### src/core/rms_pkg.sv
// package: constants and types for the resolver mode sequencer
package rms_pkg;

    // ==========================================================
    // mode indicator bit positions (ascending order of modes)
    localparam int MODE_CAL_BIT = 0;
    localparam int MODE_CFG_BIT = 1;
    localparam int MODE_SET_BIT = 2;
    localparam int MODE_ALN_BIT = 3;
    localparam int MODE_MEAS_BIT = 4;
    localparam int MODE_BITS = 5;

    // ==========================================================
    // channel status bit positions
    localparam int CH_CAL_BIT = 0;
    localparam int CH_CFG_BIT = 1;
    localparam int CH_SET_BIT = 2;
    localparam int CH_ALN_BIT = 3;
    localparam int CH_MEAS_BIT = 4;
    localparam int CH_BITS = 5;

    // ==========================================================
    // factory defaults
    localparam logic [15:0] DEF_FULL_SCALE = 16'h0400;
    localparam logic DEF_DUAL_SEL = 1'b0;
    localparam logic [15:0] DEF_OFFSET = 16'h0000;

    // ==========================================================
    // timing: self check time and derived cycles at 20 MHz
    localparam int CLK_NS = 50;
    localparam int SELF_CHECK_NS = 1000;
    localparam int SELF_CHECK_CYC = (SELF_CHECK_NS + CLK_NS - 1) / CLK_NS;

    // ==========================================================
    // host commands
    localparam logic [2:0] CMD_CAL = 3'h0;
    localparam logic [2:0] CMD_CFG = 3'h1;
    localparam logic [2:0] CMD_SET = 3'h2;
    localparam logic [2:0] CMD_ALN = 3'h3;
    localparam logic [2:0] CMD_MEAS = 3'h4;
    localparam logic [2:0] CMD_EXIT = 3'h5;

    typedef enum logic [2:0] {
        RMS_CHECK,
        RMS_CH_STAT,
        RMS_MOD_STAT,
        RMS_INIT_DONE,
        RMS_IDLE,
        RMS_RUN
    } rms_state_e;

endpackage

### src/core/rms_sync3.sv
// three-stage synchroniser with agreement qualifier for pin inputs
`timescale 1ns/1ps
`default_nettype none

module rms_sync3 #(
    parameter int WIDTH = 5
) (
    input wire logic clk,
    input wire logic rst,
    input wire logic ce,
    input wire logic [WIDTH-1:0] pin,
    output logic [WIDTH-1:0] level
);

    if (WIDTH < 1)
    begin : g_width_check
        $error("rms_sync3: width must be positive");
    end

    // ==========================================================
    // first stage is read only by the second
    logic [WIDTH-1:0] s1_q;
    logic [WIDTH-1:0] s2_q;
    logic [WIDTH-1:0] s3_q;

    always_ff @(posedge clk)
    begin
        if (rst)
        begin
            s1_q <= '0;
            s2_q <= '0;
            s3_q <= '0;
            level <= '0;
        end
        else if (ce)
        begin
            s1_q <= pin;
            s2_q <= s1_q;
            s3_q <= s2_q;
            // change accepted only once second and third agree
            if (s2_q == s3_q)
            begin
                level <= s3_q;
            end
        end
    end

endmodule
`default_nettype wire

### src/core/rms_seq.sv
// power-up and mode sequencer for a two-channel resolver module
`timescale 1ns/1ps
`default_nettype none

// Function
// - power-up self check, validate stored mode data
// - channel status bits before module status bits
// - init flag set last, after status valid
// - stay idle until first host command
// - idle reports status only, data zeroed
// - data withheld until measurement command accepted
// - configuration change resets higher parameters, offsets
// - defaults: two single channels, 1024 counts
// - setup change resets alignment and position offsets
// - foreign dual setup clears alignment offset
// - measurement refused until re-aligned
// - stack address from five switches, off is zero
// - nonzero address disables network interface
// - hot-inserted module ignored until power-up
// - init flag cleared on first accepted command
// - mode exit enters highest valid mode
module rms_seq #(
    parameter int ADDR_W = 5
) (
    input wire logic clk,
    input wire logic rst,
    input wire logic ce,
    input wire logic [ADDR_W-1:0] addr_sw,
    input wire logic has_net,
    input wire logic [1:0] nv_cal_ok,
    input wire logic [1:0] nv_cfg_ok,
    input wire logic [1:0] nv_set_ok,
    input wire logic nv_aln_ok,
    input wire logic selfcheck_ok,
    input wire logic cmd_valid,
    input wire logic [2:0] cmd_code,
    input wire logic cfg_write,
    input wire logic set_write,
    input wire logic set_dual_foreign,
    input wire logic [15:0] set_full_scale,
    input wire logic align_done,
    input wire logic [1:0] meas_ch_en,
    input wire logic [15:0] pos_in0,
    input wire logic [15:0] pos_in1,
    input wire logic [15:0] vel_in0,
    input wire logic [15:0] vel_in1,
    output logic cmd_accept,
    output logic init_flag,
    output logic [4:0] mode_bits,
    output logic [4:0] ch0_status,
    output logic [4:0] ch1_status,
    output logic [15:0] pos_out0,
    output logic [15:0] pos_out1,
    output logic [15:0] vel_out0,
    output logic [15:0] vel_out1,
    output logic [ADDR_W-1:0] stack_addr,
    output logic net_enable,
    output logic dual_sel,
    output logic [15:0] full_scale,
    output logic [15:0] align_offset,
    output logic [15:0] pos_offset0,
    output logic [15:0] pos_offset1
);

    // address logic serves a five-switch selector only
    if (ADDR_W != 5)
    begin : g_width_check
        $error("rms_seq: switch width must be five");
    end

    // ==========================================================
    // switch synchroniser
    logic [ADDR_W-1:0] sw_lvl;

    rms_sync3 #(.WIDTH(ADDR_W)) u_sync (
        .clk(clk),
        .rst(rst),
        .ce(ce),
        .pin(addr_sw),
        .level(sw_lvl)
    );

    // ==========================================================
    // power-up sequencer
    rms_pkg::rms_state_e state_q;
    logic [7:0] chk_cnt_q;
    logic cal_v_q;
    logic cfg_v_q;
    logic set_v_q;
    logic aln_v_q;
    logic meas_run_q;

    // highest mode whose prerequisite data is valid
    function automatic logic [4:0] best_mode(input logic c, input logic f,
                                             input logic s, input logic a);
        logic [4:0] m;
        m = '0;
        if (!c)
            m[rms_pkg::MODE_CAL_BIT] = 1'b1;
        else if (!f)
            m[rms_pkg::MODE_CFG_BIT] = 1'b1;
        else if (!s)
            m[rms_pkg::MODE_SET_BIT] = 1'b1;
        else if (!a)
            m[rms_pkg::MODE_ALN_BIT] = 1'b1;
        else
            m[rms_pkg::MODE_MEAS_BIT] = 1'b1;
        return m;
    endfunction

    wire take_cmd = ce && cmd_valid && (state_q == rms_pkg::RMS_IDLE
                                        || state_q == rms_pkg::RMS_RUN);
    wire meas_ok = cal_v_q && cfg_v_q && set_v_q && aln_v_q;

    always_ff @(posedge clk)
    begin
        if (rst)
        begin
            state_q <= rms_pkg::RMS_CHECK;
            chk_cnt_q <= 8'h00;
        end
        else if (ce)
        begin
            unique case (state_q)
                rms_pkg::RMS_CHECK:
                begin
                    chk_cnt_q <= chk_cnt_q + 8'h01;
                    if (chk_cnt_q == 8'(rms_pkg::SELF_CHECK_CYC - 1))
                    begin
                        state_q <= rms_pkg::RMS_CH_STAT;
                    end
                end
                rms_pkg::RMS_CH_STAT: state_q <= rms_pkg::RMS_MOD_STAT;
                rms_pkg::RMS_MOD_STAT: state_q <= rms_pkg::RMS_INIT_DONE;
                rms_pkg::RMS_INIT_DONE: state_q <= rms_pkg::RMS_IDLE;
                rms_pkg::RMS_IDLE:
                begin
                    if (take_cmd)
                    begin
                        state_q <= rms_pkg::RMS_RUN;
                    end
                end
                rms_pkg::RMS_RUN: state_q <= rms_pkg::RMS_RUN;
            endcase
        end
    end

    // ==========================================================
    // validity of stored data; self-check failure leaves all invalid
    always_ff @(posedge clk)
    begin
        if (rst)
        begin
            cal_v_q <= 1'b0;
            cfg_v_q <= 1'b0;
            set_v_q <= 1'b0;
            aln_v_q <= 1'b0;
        end
        else if (ce)
        begin
            if (state_q == rms_pkg::RMS_CHECK && chk_cnt_q == 8'h00)
            begin
                cal_v_q <= selfcheck_ok && (&nv_cal_ok);
                cfg_v_q <= selfcheck_ok && (&nv_cfg_ok);
                set_v_q <= selfcheck_ok && (&nv_set_ok);
                aln_v_q <= selfcheck_ok && nv_aln_ok;
            end
            else if (state_q == rms_pkg::RMS_RUN)
            begin
                if (cfg_write)
                begin
                    cfg_v_q <= 1'b1;
                    set_v_q <= 1'b1; // defaults are a valid setup
                    aln_v_q <= 1'b1; // default single channels need no alignment
                end
                else if (set_write)
                begin
                    set_v_q <= 1'b1;
                    aln_v_q <= !set_dual_foreign;
                end
                else if (mode_bits[rms_pkg::MODE_ALN_BIT] && align_done)
                begin
                    aln_v_q <= 1'b1;
                end
            end
        end
    end

    // ==========================================================
    // parameters and offsets with cascaded default restore
    always_ff @(posedge clk)
    begin
        if (rst)
        begin
            dual_sel <= rms_pkg::DEF_DUAL_SEL;
            full_scale <= rms_pkg::DEF_FULL_SCALE;
            align_offset <= rms_pkg::DEF_OFFSET;
            pos_offset0 <= rms_pkg::DEF_OFFSET;
            pos_offset1 <= rms_pkg::DEF_OFFSET;
        end
        else if (ce && state_q == rms_pkg::RMS_RUN)
        begin
            if (cfg_write)
            begin
                dual_sel <= rms_pkg::DEF_DUAL_SEL;
                full_scale <= rms_pkg::DEF_FULL_SCALE;
                align_offset <= rms_pkg::DEF_OFFSET;
                pos_offset0 <= rms_pkg::DEF_OFFSET;
                pos_offset1 <= rms_pkg::DEF_OFFSET;
            end
            else if (set_write)
            begin
                dual_sel <= set_dual_foreign;
                full_scale <= set_full_scale;
                align_offset <= rms_pkg::DEF_OFFSET;
                pos_offset0 <= rms_pkg::DEF_OFFSET;
                pos_offset1 <= rms_pkg::DEF_OFFSET;
            end
        end
    end

    // ==========================================================
    // status, mode indicators and init flag
    always_ff @(posedge clk)
    begin
        if (rst)
        begin
            ch0_status <= '0;
            ch1_status <= '0;
            mode_bits <= '0;
            init_flag <= 1'b0;
            cmd_accept <= 1'b0;
            meas_run_q <= 1'b0;
        end
        else if (ce)
        begin
            cmd_accept <= take_cmd;
            if (state_q == rms_pkg::RMS_CH_STAT)
            begin
                ch0_status <= {1'b0, aln_v_q, nv_set_ok[0], nv_cfg_ok[0], nv_cal_ok[0]};
                ch1_status <= {1'b0, aln_v_q, nv_set_ok[1], nv_cfg_ok[1], nv_cal_ok[1]};
            end
            else if (state_q == rms_pkg::RMS_RUN)
            begin
                ch0_status <= {meas_run_q & meas_ch_en[0], aln_v_q, set_v_q, cfg_v_q, cal_v_q};
                ch1_status <= {meas_run_q & meas_ch_en[1], aln_v_q, set_v_q, cfg_v_q, cal_v_q};
            end
            if (state_q == rms_pkg::RMS_MOD_STAT)
            begin
                mode_bits <= best_mode(cal_v_q, cfg_v_q, set_v_q, aln_v_q);
            end
            if (state_q == rms_pkg::RMS_INIT_DONE)
            begin
                init_flag <= 1'b1;
            end
            else if (take_cmd)
            begin
                init_flag <= 1'b0;
            end
            if (take_cmd)
            begin
                meas_run_q <= 1'b0;
                unique case (cmd_code)
                    rms_pkg::CMD_CAL: mode_bits <= 5'h01;
                    rms_pkg::CMD_CFG: mode_bits <= cal_v_q ? 5'h02
                                                  : best_mode(cal_v_q, cfg_v_q, set_v_q, aln_v_q);
                    rms_pkg::CMD_SET: mode_bits <= (cal_v_q && cfg_v_q) ? 5'h04
                                                  : best_mode(cal_v_q, cfg_v_q, set_v_q, aln_v_q);
                    rms_pkg::CMD_ALN: mode_bits <= (cal_v_q && cfg_v_q && set_v_q) ? 5'h08
                                                  : best_mode(cal_v_q, cfg_v_q, set_v_q, aln_v_q);
                    rms_pkg::CMD_MEAS:
                    begin
                        mode_bits <= best_mode(cal_v_q, cfg_v_q, set_v_q, aln_v_q);
                        meas_run_q <= meas_ok;
                    end
                    default: mode_bits <= best_mode(cal_v_q, cfg_v_q, set_v_q, aln_v_q);
                endcase
            end
            else if (state_q == rms_pkg::RMS_RUN && !meas_ok && meas_run_q)
            begin
                meas_run_q <= 1'b0;
                mode_bits <= best_mode(cal_v_q, cfg_v_q, set_v_q, aln_v_q);
            end
        end
    end

    // ==========================================================
    // position and velocity words, zero unless measuring
    always_ff @(posedge clk)
    begin
        if (rst)
        begin
            pos_out0 <= '0;
            pos_out1 <= '0;
            vel_out0 <= '0;
            vel_out1 <= '0;
        end
        else if (ce)
        begin
            pos_out0 <= (meas_run_q && meas_ch_en[0]) ? pos_in0 : 16'h0000;
            pos_out1 <= (meas_run_q && meas_ch_en[1]) ? pos_in1 : 16'h0000;
            vel_out0 <= (meas_run_q && meas_ch_en[0]) ? vel_in0 : 16'h0000;
            vel_out1 <= (meas_run_q && meas_ch_en[1]) ? vel_in1 : 16'h0000;
        end
    end

    // ==========================================================
    // stack address latched once after power-up; later changes and
    // hot insertion are ignored until the next reset
    always_ff @(posedge clk)
    begin
        if (rst)
        begin
            stack_addr <= '0;
            net_enable <= 1'b0;
        end
        else if (ce && state_q == rms_pkg::RMS_MOD_STAT)
        begin
            stack_addr <= sw_lvl;
            net_enable <= has_net && (sw_lvl == '0);
        end
    end

    // ==========================================================
    // checks
    a_init_last: assert property (@(posedge clk) disable iff (rst)
        $rose(init_flag) |-> $past(state_q) == rms_pkg::RMS_INIT_DONE && mode_bits != '0)
        else $error("init flag rose out of order");

    a_idle_zero: assert property (@(posedge clk) disable iff (rst)
        init_flag |-> pos_out0 == 16'h0000 && vel_out0 == 16'h0000
                      && pos_out1 == 16'h0000 && vel_out1 == 16'h0000)
        else $error("data words nonzero while idle");

    a_init_clear: assert property (@(posedge clk) disable iff (rst)
        take_cmd && state_q == rms_pkg::RMS_IDLE |=> !init_flag ##1 !init_flag)
        else $error("init flag not cleared by first command");

    a_one_mode: assert property (@(posedge clk) disable iff (rst)
        state_q == rms_pkg::RMS_RUN |-> $onehot(mode_bits))
        else $error("mode bits not one-hot");

    a_net_off: assert property (@(posedge clk) disable iff (rst)
        stack_addr != '0 |-> !net_enable)
        else $error("network enabled at nonzero address");

    a_cfg_reset: assert property (@(posedge clk) disable iff (rst)
        ce && cfg_write && state_q == rms_pkg::RMS_RUN |=> full_scale == 16'h0400
            && !dual_sel && pos_offset0 == 16'h0000 && align_offset == 16'h0000)
        else $error("configuration change did not restore defaults");

    a_foreign_aln: assert property (@(posedge clk) disable iff (rst)
        ce && set_write && set_dual_foreign && !cfg_write && state_q == rms_pkg::RMS_RUN
            |=> align_offset == 16'h0000 && !aln_v_q ##1 !meas_run_q)
        else $error("foreign dual setup did not force realignment");

    a_cmd_idle: assert property (@(posedge clk) disable iff (rst)
        state_q != rms_pkg::RMS_RUN |-> (!meas_run_q && !$onehot(mode_bits)) || init_flag
            || state_q == rms_pkg::RMS_INIT_DONE)
        else $error("mode entered before first command");

endmodule
`default_nettype wire

### config.mk
export PLATFORM = sky130hd
export DESIGN_NAME = rms_seq
export DESIGN_NICKNAME = d
export VERILOG_FILES = /design/src/core/rms_pkg.sv /design/src/core/rms_sync3.sv /design/src/core/rms_seq.sv
export SDC_FILE = /design/constraint.sdc
export NUM_CORES = 1
export LEC_CHECK = 0
export BUFFER_PORTS_ARGS = -buffer_cell sky130_fd_sc_hd__buf_2
export CORE_MARGIN = 3
export CORE_UTILIZATION = 44
export CTS_BUF_LIST = sky130_fd_sc_hd__clkbuf_4 sky130_fd_sc_hd__clkbuf_8
export CTS_CLUSTER_SIZE = 12
export DETAILED_ROUTE_END_ITERATION = 8
export PLACE_DENSITY = 0.79
export SETUP_SLACK_MARGIN = 0.3
export SYNTH_ARGS = -nofsm -noshare
export SYNTH_HDL_FRONTEND = slang
export SYNTH_SLANG_ARGS = --single-unit
### constraint.sdc
create_clock -name clk -period 1.43 [get_ports clk]
set_input_delay 0 -clock clk [delete_from_list [all_inputs] [get_ports clk]]
set_output_delay 0 -clock clk [all_outputs]
set_load 0.01 [all_outputs]
Yosys cells after proc, flatten, opt, wreduce, memory -nomap -nowiden --
Cells that the tools add are included. W data, S select, Z words.
Storage, ports and cells: register bits 156, input bits 107, output and inout bits 152, word-level logic and storage cells 139
Cells by class: add/sub/neg operators 1, eq/ne operators 13, muxes and demuxes 49, bitwise operators 2, reductions and logical operators 49
Operators by type and width (number):
- $mux W16 | 8
- $mux W5 | 9
- $mux W1 | 24
- $reduce_and A2 Y1 | 11
- $pmux W5 S4 | 1
- $logic_and A1 B1 Y1 | 18
- $pmux W3 S6 | 1
- $eq A3 B2 Y1 const B | 4
- $reduce_and A3 Y1 | 4
- $reduce_bool A2 Y1 | 6
- $eq A3 B3 Y1 const B | 3
- $mux W3 | 3
- $add A8 B1 Y8 const B | 1
- $eq A8 B5 Y1 const B | 1
- $logic_not A8 Y1 | 1
- $eq A3 B1 Y1 const B | 2
- $logic_not A3 Y1 | 2
- $reduce_bool A3 Y1 | 2
- $eq A5 B5 Y1 | 1
- $logic_not A5 Y1 | 1
- $mux W2 | 2
- $mux W4 | 1
- $ne A2 B2 Y1 const B | 2
- $reduce_bool A4 Y1 | 1
- 3 further kinds | 5

Longest topological paths before layout --
Gate-level depths: netlist (run 1).
word-level depth 8, depth in mapped cells 7

Modules after synthesis --
Synthesis (run 1) repeated with hierarchy kept, for this count alone.
Second synthesis, totals: cells, all modules 616, area total of the unflattened synthesis 5710.5 um^2
Modules (own cells, without submodules):
- rms_seq | times used 1, cells each 539, area an instance 4904.7 um^2
- rms_sync3 | times used 1, cells each 77, area an instance 805.8 um^2

Worst setup path before layout (run 1) --
OpenSTA, ideal clock, no wires.
kind register -> register, start point reg state_q[2], end point reg cal_v_q, setup time 0.067 ns, arrival 1.475 ns, required time 1.363 ns, setup slack -0.112 ns, stages on the path, launching flop included 6, buffers on the path 1, clock period less this slack 1.542 ns, path through dfxtp_1 buf_6 nor4b_4 nand3_4 or2_1 a21oi_2
Between the ends: word-level cells in the longest chain between the ends 3
Ends and longest elaborated chain:
- start, declared | line rms_seq.sv:85 | rms_pkg::rms_state_e state_q;
- start signal, assigned | line rms_seq.sv:119 | state_q <= rms_pkg::RMS_CHECK;
- start signal, assigned | line rms_seq.sv:130 | state_q <= rms_pkg::RMS_CH_STAT;
- start signal, assigned | line rms_seq.sv:133 | rms_pkg::RMS_CH_STAT: state_q <= rms_pkg::RMS_MOD_STAT;
- $logic_not A3 Y1 | line rms_seq.sv:161 | if (state_q == rms_pkg::RMS_CHECK && chk_cnt_q == 8'h00)
- $logic_and A1 B1 Y1 | line rms_seq.sv:161
- $reduce_and A2 Y1 (no source line)
- end signal, assigned | line rms_seq.sv:163 | cal_v_q <= selfcheck_ok && (&nv_cal_ok);
- end, declared | line rms_seq.sv:87 | logic cal_v_q;
Every way passes these cells. A chain may end at the register's enable or synchronous reset.

Worst setup path in the final report (run 1) --
start point reg state_q[2], end point reg aln_v_q
Between the ends: word-level cells in the longest chain between the ends 4, elaborated cells between the ends (all ways) 7, those cells by class eq/ne (1); mux (1); reduce/logical (5)
Ends and longest elaborated chain:
- $logic_not A3 Y1 | line rms_seq.sv:161
- $logic_and A1 B1 Y1 | line rms_seq.sv:161
- $reduce_bool A4 Y1 (no source line) / $reduce_bool A2 Y1 (equally long branches)
- $reduce_and A3 Y1 (no source line)
- end signal, assigned | line rms_seq.sv:166 | aln_v_q <= selfcheck_ok && nv_aln_ok;
- end signal, assigned | line rms_seq.sv:179 | aln_v_q <= !set_dual_foreign;
- end, declared | line rms_seq.sv:90 | logic aln_v_q;
Several ways; a longest one is shown, not always the timed one.

==> results of run 1 <==
kinds of logic after synthesis:
family                     share of synthesized area [%]
and+or+nand+nor                                    17.26
AOI/OAI and AO/OA                                  16.93
DFF                                                49.41
buffers and inverters                              10.26
muxes                                              3.755
xor gates and xnor gates                           1.866
adders and majority gates                         0.4443
other                                            0.06659
how the worst max path moves through the flow:
| stage | end | from | slack [ps] |
|---|---|---|---|
| floorplan | cal_v_q | state_q[1] | -50 |
| global placement | mode_bits[0] | state_q[1] | -30 |
| detailed placement | mode_bits[0] | state_q[1] | -80 |
| CTS | aln_v_q | chk_cnt_q[1] | 20 |
| global route | aln_v_q | state_q[2] | -120 |
| finish | aln_v_q | state_q[2] | -60 |
routing by layer:
metal / share of wire, % / wire length (µm) / GRT usage (%) / up-vias
met5: 0 / 0 / 0 / -
li1: - / - / - / 2756
met1: 37 / 7119 / 27.75 / 2732
met2: 51 / 9794 / 43.41 / 259
met4: 4.6 / 867 / 12.45 / 0
met3: 6.6 / 1257 / 7.455 / 63
through the flow:
step | utilization, % | setup WS [ps] | total power [mW] | hold WS, ps
2_1_floorplan | - | -50.57 | 4.561 | 130.5
3_3_place_gp | 56.13 | -25.81 | 4.786 | 229.3
3_5_place_dp | 56.13 | -78.32 | 4.796 | 238.0
4_1_cts | 69.70 | 17.73 | 8.741 | 35.70
5_1_grt | 71.82 | -124.2 | 9.149 | 89.24
6_report | 71.84 | -55.76 | 8.838 | 45.63
worst reg2reg max path, delay by kind of cell (launching register included):
kind	cells	cell delay, ps
buffers and inverters	1	150
AOI/OAI and AO/OA	1	130
DFF	1	380
and+or+nand+nor	2	450
muxes	1	320
synthesized netlist by cell type (2+ instances only):
cell / n / area share, %
sky130_fd_sc_hd__a22oi_1: 65 / 8.7
sky130_fd_sc_hd__buf_1: 5 / 0.33
sky130_fd_sc_hd__and2_1: 3 / 0.33
sky130_fd_sc_hd__nand4b_1: 4 / 0.62
sky130_fd_sc_hd__buf_2: 6 / 0.53
sky130_fd_sc_hd__nand2b_1: 2 / 0.22
sky130_fd_sc_hd__o22ai_1: 14 / 1.6
sky130_fd_sc_hd__nand2_1: 32 / 2.1
sky130_fd_sc_hd__nand4_1: 7 / 0.78
sky130_fd_sc_hd__nor2_1: 125 / 8.3
sky130_fd_sc_hd__xor2_1: 6 / 0.93
sky130_fd_sc_hd__nand3b_1: 2 / 0.27
sky130_fd_sc_hd__mux2i_1: 20 / 3.6
sky130_fd_sc_hd__xnor2_1: 6 / 0.93
sky130_fd_sc_hd__a31oi_1: 4 / 0.44
sky130_fd_sc_hd__nor3b_1: 2 / 0.27
sky130_fd_sc_hd__buf_6: 2 / 0.40
sky130_fd_sc_hd__nand3_1: 13 / 1.2
sky130_fd_sc_hd__a211oi_1: 9 / 1.2
sky130_fd_sc_hd__clkbuf_1: 29 / 1.9
sky130_fd_sc_hd__nor3_1: 3 / 0.27
sky130_fd_sc_hd__o21a_1: 2 / 0.27
sky130_fd_sc_hd__and3_1: 6 / 0.67
sky130_fd_sc_hd__inv_1: 4 / 0.27
sky130_fd_sc_hd__and4b_1: 2 / 0.36
sky130_fd_sc_hd__dfxtp_1: 139 / 49
sky130_fd_sc_hd__a21oi_1: 27 / 2.4
sky130_fd_sc_hd__buf_4: 51 / 6.8
sky130_fd_sc_hd__a21oi_2: 2 / 0.31
sky130_fd_sc_hd__o211ai_1: 2 / 0.27
sky130_fd_sc_hd__o21ai_0: 7 / 0.62
sky130_fd_sc_hd__ha_1: 2 / 0.44
flip-flops by register name (all words and copies together), names as in the netlist, 8 cells and up:
| name | flops |
|---|---|
| pos_out1 | 16 |
| chk_cnt_q | 8 |
| vel_out0 | 16 |
| pos_out0 | 16 |
| full_scale | 16 |
| vel_out1 | 16 |
what timing repair did:
action                                  in CTS  in global routing
pin swaps                                    8                 20
hold buffers                               105                  0
hold endpoints to repair                   105                  0
endpoints found under the setup margin     123                108
cloned                                       0                  1
setup buffers                                4                  4
gates resized for setup                     38                 49
area by class of cell:
type	count	area, µm²	area share, %
Multi-Input combinational cell	432	2709	30.75
Sequential cell	139	2813	31.93
Clock inverter	12	192.7	2.188
Antenna cell	2	5.005	0.05682
Inverter	4	15.01	0.1705
Clock buffer	20	275.3	3.125
Timing Repair Buffer	359	2589	29.39
Tap cell	168	210.2	2.386
where the power goes:
part	internal [mW]	switching [mW]
clock network	2.20	1.53
logic	0.596	0.541
registers	3.92	0.0448
==> impl_results.rst, run 1 <==
.. list-table::
   :header-rows: 1

   * - Metric
     - Value
   * - Port Buffer Count
     - 210
   * - Std-Cell Rows
     - 40
   * - I/O pin cnt
     - approximately 260
   * - Total grt overflow
     - 0
   * - Ratio of cells with drive above 1 in the final layout
     - between 30 and 40%
   * - Height of the chip
     - 119.1 µm
   * - Global-route wire length before repair
     - 28.52 mm
   * - Number of hold violations in the final report
     - 0
   * - Violations in the final reports
     - negative setup slack
   * - Top library cells by usage in the layout, fill and taps aside
     - 209 x sky130_fd_sc_hd__buf_2, 124 x sky130_fd_sc_hd__nor2_1, 123 x sky130_fd_sc_hd__dfxtp_1
   * - Largest net degree at the start of global routing
     - 65
   * - Via count of the first global-routing pass
     - between 5000 and 6000
   * - Per-cell routed wire length
     - 16.76 µm
   * - Arrival time worst endpoint
     - 1880 ps
   * - Synthesis-to-layout area growth
     - 56.41%
   * - # DRC
     - 0
   * - Area of all placed cells without fillers
     - 0.008808 mm²
   * - Required time at the endpoint of the critical path
     - 1820 ps
   * - Number of instances in the placed design
     - 988
   * - Yosys warning total
     - 0
   * - Total track usage
     - 25.03%
   * - CTS tree
     - yes
   * - Most common cell after layout, fill and taps aside
     - sky130_fd_sc_hd__buf_2
   * - Worst Path Max Fanout
     - 8
   * - Max-cap violation count
     - 0
   * - R2r setup slk
     - -60 ps
   * - Initial Util
     - a little under half
   * - Post-synthesis average cell area
     - between 9 and 10 µm²
   * - IR Drop Worst-Case VDD
     - around 1100 µV
   * - First-iteration detailed-routing DRC count
     - between 400 and 500
   * - Hold Path Stages
     - 5
   * - Portion of the clock cycle consumed by the worst path in the final layout
     - 103.9%
   * - Asr flop ratio synth
     - 0%
   * - Logic depth of the worst setup path including buffers
     - 5
   * - Final critical delay including setup and external delays
     - 1486 ps
   * - Largest delay share family, worst path
     - simple AND/OR/NAND/NOR gates
   * - Via count of the routed design
     - roughly 5800
   * - Final Instance Count excl. Fillers
     - 1136
   * - Core Area
     - roughly 0.012 mm²
   * - DR pass1 iterations
     - 5
   * - Number of filler cells placed in the layout
     - 862
   * - Post-synth EDFFs
     - 0
   * - Endpoint kind of the worst setup timing path
     - flip-flop
   * - Final TNS setup
     - -69.05 ps
   * - Final Routed Wirelength
     - ~19 mm
   * - FF+latch count, synth
     - 139
   * - Clock slew at the register clock pins of the worst setup and hold paths
     - 80 ps
   * - Number of nets in the final layout
     - 1062
   * - Peak clock frequency supported by timing
     - ~670 MHz
   * - Slowest Stage Delay on Critical Path
     - 380 ps
   * - Clock sink total
     - 139
   * - Worst-path cell with the longest stage delay
     - sky130_fd_sc_hd__dfxtp_4
   * - Hold Crit Start
     - cmd_valid
   * - Hold worst-path end
     - state_q[0]
   * - Crit path kind
     - reg -> reg
   * - Fin Clk Skew
     - about 15 ps
   * - Die Footprint
     - 0.01419 mm²
   * - Detailed placement HPWL
     - 11.03 mm
   * - Finish-stage setup viols
     - 2
   * - Routed Antenna Nets
     - 0
   * - Chip Width
     - 119.1 µm
   * - Combined buffer and inverter count along the critical path
     - 1
   * - Min-delay worst type
     - in -> reg
   * - Startpoint class of the critical path
     - flip-flop
   * - Root buf cell
     - sky130_fd_sc_hd__clkbuf_8
   * - Depth of the worst register-to-register path
     - 5
   * - Cell area power density
     - around 1000 mW/mm²
   * - RSZ-0062 raised after global routing
     - true
   * - Outcome
     - finished, violations left
   * - Ordered cell list for the critical path
     - buf_6, nor3_1, nand3_4, mux2_4, a21oi_2
   * - Endpoint of the worst-slack reg-to-reg timing path
     - aln_v_q
   * - Clock latency on the worst-skew pair
     - 450 ps
   * - Leakage power
     - 3.955 nW
   * - Antenna violations before repair
     - 1
   * - CTS Buffer Depth
     - 2
   * - CTS H-tree lvls
     - 4
   * - Reg-to-reg critical path startpoint
     - state_q[2]
   * - Distinct cells, synth
     - 50
   * - Most instantiated flip-flop cell in the synthesis netlist
     - sky130_fd_sc_hd__dfxtp_1
   * - Routability Congestion
     - slightly above 0.8
   * - TritonCTS buffer count
     - 17
   * - Synth Instances
     - 621
   * - Total cell area at the placement stage
     - 0.006883 mm²
   * - Post-synthesis instance area
     - 0.005632 mm²
   * - Slew Viols, Final
     - 0
   * - Routed vias/inst
     - 5.114
   * - Smallest setup slack after layout
     - -55.76 ps
   * - Part of the Yosys area used for sequential elements
     - between 40% and 50%
No activity file was read; power rests on OpenSTA's default activity.
==> inputs of run 2 (changes only) <==
--- a/config.mk
+++ b/config.mk
@@ -7,11 +7,11 @@
 export LEC_CHECK = 0
 export BUFFER_PORTS_ARGS = -buffer_cell sky130_fd_sc_hd__buf_2
 export CORE_MARGIN = 3
-export CORE_UTILIZATION = 44
-export CTS_BUF_LIST = sky130_fd_sc_hd__clkbuf_4 sky130_fd_sc_hd__clkbuf_8
+export CORE_UTILIZATION = 42
+export CTS_BUF_LIST = sky130_fd_sc_hd__clkbuf_16
 export CTS_CLUSTER_SIZE = 12
 export DETAILED_ROUTE_END_ITERATION = 8
-export PLACE_DENSITY = 0.79
+export PLACE_DENSITY = 0.76
 export SETUP_SLACK_MARGIN = 0.3
 export SYNTH_ARGS = -nofsm -noshare
 export SYNTH_HDL_FRONTEND = slang
==> impl_results.rst, run 2 (synthesis results as in run 1) <==
.. list-table::
   :header-rows: 1

   * - Metric
     - Value
   * - Total track usage
     - 25.52% (+0.50 points)
   * - Total net switching power
     - 2.286 mW (+8.0%)
   * - Per-cell routed wire length
     - 18.16 µm (+8.4%)
   * - Min-delay worst type
     - in -> reg
   * - Final Routed Wirelength
     - 20.82 mm (+9.3%)
   * - Sequential cell area in the final layout
     - 0.002810 mm² (about the same)
   * - Cell area power density
     - 965.6 mW/mm² (-3.8%)
   * - Core Area
     - 0.01288 mm² (+5.0%)
   * - Initial Util
     - 43.74% (-2.2 points)
   * - Fin Clk Skew
     - 13.13 ps (-1.662 ps)
   * - Synthesis-to-layout area growth
     - 68.30%
   * - Smallest setup slack after layout
     - -57.99 ps (-2.226 ps)
   * - # DRC
     - 0 (unchanged)
   * - Required time at the endpoint of the critical path
     - 1790 ps (-30 ps)
   * - Worst Path Max Fanout
     - 7 (-1)
   * - Leakage power
     - 4.103 nW (+3.8%)
   * - Clk network pwr share
     - 43.8% (+1.6 points)
   * - Final Instance Count excl. Fillers
     - 1146 (+0.88%)
   * - TritonCTS buffer count
     - 17 (unchanged)
   * - DR pass1 iterations
     - 5 (unchanged)
   * - Std-Cell Rows
     - 41 (+2.5%)
   * - Area of all placed cells without fillers
     - 0.009478 mm² (+7.6%)
   * - Int Pwr
     - 6.866 mW (+2.2%)
   * - Endpoint kind of the worst setup timing path
     - flip-flop
   * - I/O pin cnt
     - 259 (unchanged)
   * - Total grt overflow
     - 0 (unchanged)
   * - Routed Antenna Nets
     - 0 (unchanged)
   * - Final critical delay including setup and external delays
     - 1488 ps (+2.226 ps)
   * - Largest net degree at the start of global routing
     - 65 (unchanged)
   * - Outcome
     - finished, violations left
   * - Peak clock frequency supported by timing
     - 672.0 MHz (-0.15%)
   * - Startpoint class of the critical path
     - flip-flop
   * - Via count of the routed design
     - 5966 (+2.7%)
   * - CTS H-tree lvls
     - 4 (unchanged)
   * - Ratio of cells with drive above 1 in the final layout
     - 44.08% (+7.7 points)
   * - CTS tree
     - yes
   * - Clock slew at the register clock pins of the worst setup and hold paths
     - 70 ps (about the same)
   * - Root buf cell
     - sky130_fd_sc_hd__clkbuf_16
   * - Clock sink total
     - 139 (unchanged)
   * - Part of the power in combinational logic
     - 12.7% (-0.2 points)
   * - Top library cells by usage in the layout, fill and taps aside
     - 209 x sky130_fd_sc_hd__buf_2, 125 x sky130_fd_sc_hd__dfxtp_1, 124 x sky130_fd_sc_hd__nor2_1
   * - First-iteration detailed-routing DRC count
     - 482 (+1.3%)
   * - Height of the chip
     - 121.8 µm (+2.2%)
   * - Violations in the final reports
     - negative setup slack
   * - Number of nets in the final layout
     - 1067 (+0.47%)
   * - Switching share of power
     - 24.98% (+1.0 points)
   * - R2r setup slk
     - -60 ps (about the same)
   * - Routability Congestion
     - 0.8132 (-1.2%)
   * - Total cell area at the placement stage
     - 0.006858 mm² (-0.36%)
   * - Arrival time worst endpoint
     - 1840 ps (-40 ps)
   * - Finish-stage setup viols
     - 3 (+1)
   * - Crit path kind
     - reg -> reg
   * - Most common cell after layout, fill and taps aside
     - sky130_fd_sc_hd__buf_2
   * - Max-cap violation count
     - 0 (unchanged)
   * - Slew Viols, Final
     - 0 (unchanged)
   * - Portion of the clock cycle consumed by the worst path in the final layout
     - 104.1% (+0.16 points)
   * - Antenna violations before repair
     - 2 (+1)
   * - CTS Buffer Depth
     - 2 (unchanged)
   * - Number of hold violations in the final report
     - 0 (unchanged)
   * - Number of instances in the placed design
     - 988 (unchanged)
   * - Final TNS setup
     - -158.0 ps (-88.96 ps)
   * - Total area of multi-input combinational cells
     - 0.003120 mm² (+15%)
   * - Portion of total power attributed to sequential cells
     - 43.5% (-1.4 points)
   * - RSZ-0062 raised after global routing
     - true
   * - Clock latency on the worst-skew pair
     - 420 ps (-30 ps)
   * - Port Buffer Count
     - 210 (unchanged)
   * - IR Drop Worst-Case VDD
     - 786.4 µV (-28%)
   * - Chip Width
     - 121.8 µm (+2.2%)
   * - Detailed placement HPWL
     - 11.08 mm (+0.41%)
   * - Global-route wire length before repair
     - 29.91 mm (+4.9%)
   * - Number of filler cells placed in the layout
     - 848 (-1.6%)
   * - Via count of the first global-routing pass
     - 5925 (+6.0%)
   * - Routed vias/inst
     - 5.206 (+1.8%)
   * - Die Footprint
     - 0.01483 mm² (+4.5%)
[run 2: routing by layer]
| metal | part of all wire (%) | track usage (%) | routed length (µm) | vias to the layer above |
|---|---|---|---|---|
| li1 | - | - | - | 2774 |
| met2 | 52 | 44.54 | 10750 | 291 |
| met5 | 0 | 0 | 0 | - |
| met4 | 3.9 | 11.06 | 820 | 0 |
| met1 | 37 | 29.35 | 7768 | 2841 |
| met3 | 7.1 | 6.871 | 1481 | 60 |
[run 2: layout make-up]
class	instances	share of cell area [%]
repair buffers	364	29.29
diodes	3	0.07921
clock inverters	15	1.135
flip-flops and latches	139	29.65
well taps	172	2.271
inverters	4	0.1584
clock buffers	17	4.488
multi-input cells	432	32.92
[run 2: final timing paths]
kind,start,cells after the start,to
worst max-delay path,chk_cnt_q[1],7,cal_v_q
worst min-delay path,set_dual_foreign,5,dual_sel
worst max register to register,chk_cnt_q[1],7,cal_v_q
worst min register to register,mode_bits[4],2,mode_bits[4]
[run 2: stage by stage]
step | utilization (%) | power [mW] | setup slack (ps) | hold WS, ps
3_5_place_dp | 53.26 | 4.791 | -138.3 | 237.5
6_report | 73.61 | 9.152 | -57.99 | 26.67
5_1_grt | 73.59 | 9.467 | -127.7 | 59.79
3_3_place_gp | 53.26 | 4.782 | -44.97 | 228.8
4_1_cts | 70.09 | 9.069 | 22.65 | 7.141
2_1_floorplan | - | 4.561 | -50.57 | 130.5
[run 2: power groups by stage]
stage                     combinational (mW)  sequential (mW)  clock [mW]
after detailed placement               0.738             4.05           0
after global placement                 0.730             4.05           0
final                                   1.17             3.98        4.01
after CTS                               1.04             3.97        4.05
after floorplan                        0.508             4.05           0
after global routing                    1.25             3.98        4.23
[run 2: repair_timing]
| item | in CTS | in global routing |
|---|---|---|
| pin swaps | 16 | 78 |
| hold buffers | 104 | 0 |
| buffers inserted | 6 | 6 |
| gates cloned | 5 | 2 |
| gates resized for setup | 100 | 75 |
| hold endpoints to repair | 104 | 0 |
| setup endpoints to repair | 123 | 122 |
[run 2: worst max-delay path, stage by stage, from the launching register on]
cell	delay, ps
sky130_fd_sc_hd__dfxtp_2	320
sky130_fd_sc_hd__inv_2	80
sky130_fd_sc_hd__ha_4	120
sky130_fd_sc_hd__nor4b_4	210
sky130_fd_sc_hd__buf_4	180
sky130_fd_sc_hd__nand3_4	120
sky130_fd_sc_hd__or2_1	280
sky130_fd_sc_hd__a21oi_2	120
==> inputs of run 3 (changes only) <==
--- a/config.mk
+++ b/config.mk
@@ -5,7 +5,8 @@
 export SDC_FILE = /design/constraint.sdc
 export NUM_CORES = 1
 export LEC_CHECK = 0
-export BUFFER_PORTS_ARGS = -buffer_cell sky130_fd_sc_hd__buf_2
+export BUFFER_PORTS_ARGS = -buffer_cell sky130_fd_sc_hd__buf_4
+export CORE_ASPECT_RATIO = 0.6
 export CORE_MARGIN = 3
 export CORE_UTILIZATION = 42
 export CTS_BUF_LIST = sky130_fd_sc_hd__clkbuf_16
==> impl_results.rst, run 3 (synthesis results as in run 1) <==
.. list-table::
   :header-rows: 1

   * - Metric
     - Value
   * - Ratio of cells with drive above 1 in the final layout
     - 40.41% (-3.7 points)
   * - Chip Width
     - 155.5 µm (+28%)
   * - DR pass1 iterations
     - 5 (unchanged)
   * - Leakage power
     - 4.192 nW (+2.2%)
   * - Finish-stage setup viols
     - 3 (unchanged)
   * - Final critical delay including setup and external delays
     - 1447 ps (-41.19 ps)
   * - Routed Antenna Nets
     - 0 (unchanged)
   * - Clock sink total
     - 139 (unchanged)
   * - CTS H-tree lvls
     - 4 (unchanged)
   * - Largest delay share family, worst path
     - simple AND/OR/NAND/NOR gates
   * - Endpoint of the worst-slack reg-to-reg timing path
     - full_scale[6]
   * - # DRC
     - 0 (unchanged)
   * - Reg-to-reg critical path startpoint
     - state_q[1]
   * - Depth of the worst register-to-register path
     - 6 (-1)
   * - Port Buffer Count
     - 210 (unchanged)
   * - Switching share of power
     - 22.25% (-2.7 points)
   * - TritonCTS buffer count
     - 17 (unchanged)
   * - Crit path kind
     - reg -> reg
   * - Initial Util
     - 43.41% (-0.32 points)
   * - Final TNS setup
     - -27.97 ps (+130.0 ps)
   * - First-iteration detailed-routing DRC count
     - 347 (-28%)
   * - Smallest setup slack after layout
     - -16.79 ps (+41.19 ps)
   * - Combined buffer and inverter count along the critical path
     - 2 (unchanged)
   * - Area of all placed cells without fillers
     - 0.009794 mm² (+3.3%)
   * - Final Total Pwr
     - 10.13 mW (+11%)
   * - Root buf cell
     - sky130_fd_sc_hd__clkbuf_16
   * - Clock latency on the worst-skew pair
     - 410 ps (about the same)
   * - Endpoint kind of the worst setup timing path
     - flip-flop
   * - Number of hold violations in the final report
     - 0 (unchanged)
   * - Via count of the routed design
     - 5891 (-1.3%)
   * - Antenna violations before repair
     - 0 (-2)
   * - Portion of total power attributed to sequential cells
     - 39.3% (-4.2 points)
   * - Clock slew at the register clock pins of the worst setup and hold paths
     - 60 ps (about the same)
   * - CTS Buffer Depth
     - 2 (unchanged)
   * - Hold worst-path end
     - state_q[0]
   * - Global-route wire length before repair
     - 27.36 mm (-8.5%)
   * - Final Routed Wirelength
     - 19.57 mm (-6.0%)
   * - Worst-path cell with the longest stage delay
     - sky130_fd_sc_hd__dfxtp_4
   * - Hold Crit Start
     - cmd_valid
   * - Routability Congestion
     - 0.7732 (-4.9%)
   * - Dpl ws
     - -108.6 ps (+29.66 ps)
   * - Total net switching power
     - 2.253 mW (-1.4%)
   * - Peak clock frequency supported by timing
     - 691.2 MHz (+2.8%)
   * - Largest net degree at the start of global routing
     - 68 (+4.6%)
   * - IR Drop Worst-Case VDD
     - 914.8 µV (+16%)
   * - Fin Clk Skew
     - 9.861 ps (-3.270 ps)
   * - Startpoint class of the critical path
     - flip-flop
   * - Std-Cell Rows
     - 32 (-22%)
   * - Portion of the clock cycle consumed by the worst path in the final layout
     - 101.2% (-2.9 points)
   * - Detailed placement HPWL
     - 10.95 mm (-1.1%)
   * - Total cell area at the placement stage
     - 0.007428 mm² (+8.3%)
   * - Via count of the first global-routing pass
     - 5453 (-8.0%)
   * - Min-delay worst type
     - in -> reg
   * - Slowest Stage Delay on Critical Path
     - 370 ps (+50 ps)
   * - Per-cell routed wire length
     - 17.16 µm (-5.5%)
   * - Max-cap violation count
     - 0 (unchanged)
   * - Outcome
     - finished, violations left
   * - Height of the chip
     - 95.70 µm (-21%)
   * - Worst Path Max Fanout
     - 8 (+1)
   * - Core Area
     - 0.01297 mm² (+0.75%)
   * - Required time at the endpoint of the critical path
     - 1770 ps (-20 ps)
   * - Most common cell after layout, fill and taps aside
     - sky130_fd_sc_hd__buf_4
   * - Ordered cell list for the critical path
     - and4b_2, buf_6, o21a_4, clkbuf_16, o22ai_2, nor2_1
   * - Die Footprint
     - 0.01488 mm² (+0.31%)
   * - Violations in the final reports
     - negative setup slack
   * - I/O pin cnt
     - 259 (unchanged)
   * - Synthesis-to-layout area growth
     - 73.92%
   * - CTS tree
     - yes
   * - Hold_ws
     - 43.52 ps (+16.85 ps)
   * - R2r setup slk
     - -20 ps (+40 ps)
   * - Int Pwr
     - 7.874 mW (+15%)
   * - Number of nets in the final layout
     - 1069 (+0.19%)
   * - Clk network pwr share
     - 48.1% (+4.3 points)
   * - Arrival time worst endpoint
     - 1780 ps (-60 ps)
   * - RSZ-0062 raised after global routing
     - true
   * - Cell area power density
     - 1034 mW/mm² (+7.1%)
   * - Hold Path Stages
     - 5 (unchanged)
   * - Slew Viols, Final
     - 0 (unchanged)
   * - Top library cells by usage in the layout, fill and taps aside
     - 236 x sky130_fd_sc_hd__buf_4, 125 x sky130_fd_sc_hd__dfxtp_1, 124 x sky130_fd_sc_hd__nor2_1
   * - Routed vias/inst
     - 5.163 (-0.82%)
   * - Part of the power in combinational logic
     - 12.6% (about the same)
   * - Total track usage
     - 22.75% (-2.8 points)
   * - Total grt overflow
     - 0 (unchanged)
-- run 3: how the worst max path moves through the flow --
stage / cells after the start / slack (ps) / endpoint / from
floorplan: 5 / -50 / cal_v_q / state_q[1]
global placement: 3 / -40 / mode_bits[0] / state_q[1]
global route: 7 / -60 / cal_v_q / chk_cnt_q[1]
finish: 6 / -20 / full_scale[6] / state_q[1]
CTS: 3 / 20 / mode_bits[0] / state_q[0]
detailed placement: 3 / -110 / mode_bits[0] / state_q[1]
-- run 3: through the flow --
| step | instances | utilization [%] |
|---|---|---|
| floorplan | 668 | - |
| global placement | 991 | 57.26 |
| detailed placement | 991 | 57.26 |
| CTS | 1132 | 72.35 |
| global route | 1140 | 75.48 |
| finish | 1141 | 75.50 |
-- run 3: power groups by stage --
stage	Combinational [mW]	Clock, mW	Sequential, mW
after floorplan	0.508	0	4.05
after global placement	0.827	0	4.05
after detailed placement	0.833	0	4.05
after CTS	1.18	4.93	3.97
after global routing	1.36	5.10	3.98
final	1.28	4.87	3.98
-- run 3: timing repair --
| item | 4_1_cts | 5_1_grt |
|---|---|---|
| pin swaps | 29 | 35 |
| endpoints found under the setup margin | 123 | 122 |
| gates cloned | 1 | 3 |
| buffers inserted | 7 | 5 |
| gates resized for setup | 58 | 73 |
| hold buffers | 104 | 0 |
| endpoints found under the hold margin | 107 | 0 |
-- run 3: final cells by class --
class                           count  area [µm²]
Antenna cell                        1       2.502
Clock buffer                       17       425.4
Clock inverter                     12       222.7
Fill cell                         828        3178
Inverter                            4       15.01
Multi-Input combinational cell    432        2902
Sequential cell                   139        2808
Tap cell                          170       212.7
Timing Repair Buffer              366        3207
-- run 3: worst min-delay path, delay by kind of cell --
kind	cells	cell delay, ps
AOI/OAI and AO/OA	1	50
buffers and inverters	1	110
and+or+nand+nor	3	250
-- run 3: per-layer routing --
layer  share of wire [%]  wire [µm]  up-vias  GRT usage (%)
met5                   0          0        -              0
li1                    -          -     2767              -
met4                 2.1        403        0          7.502
met3                 7.6       1493       37          6.783
met1                  42       8140     2831          29.31
met2                  49       9536      256          37.01
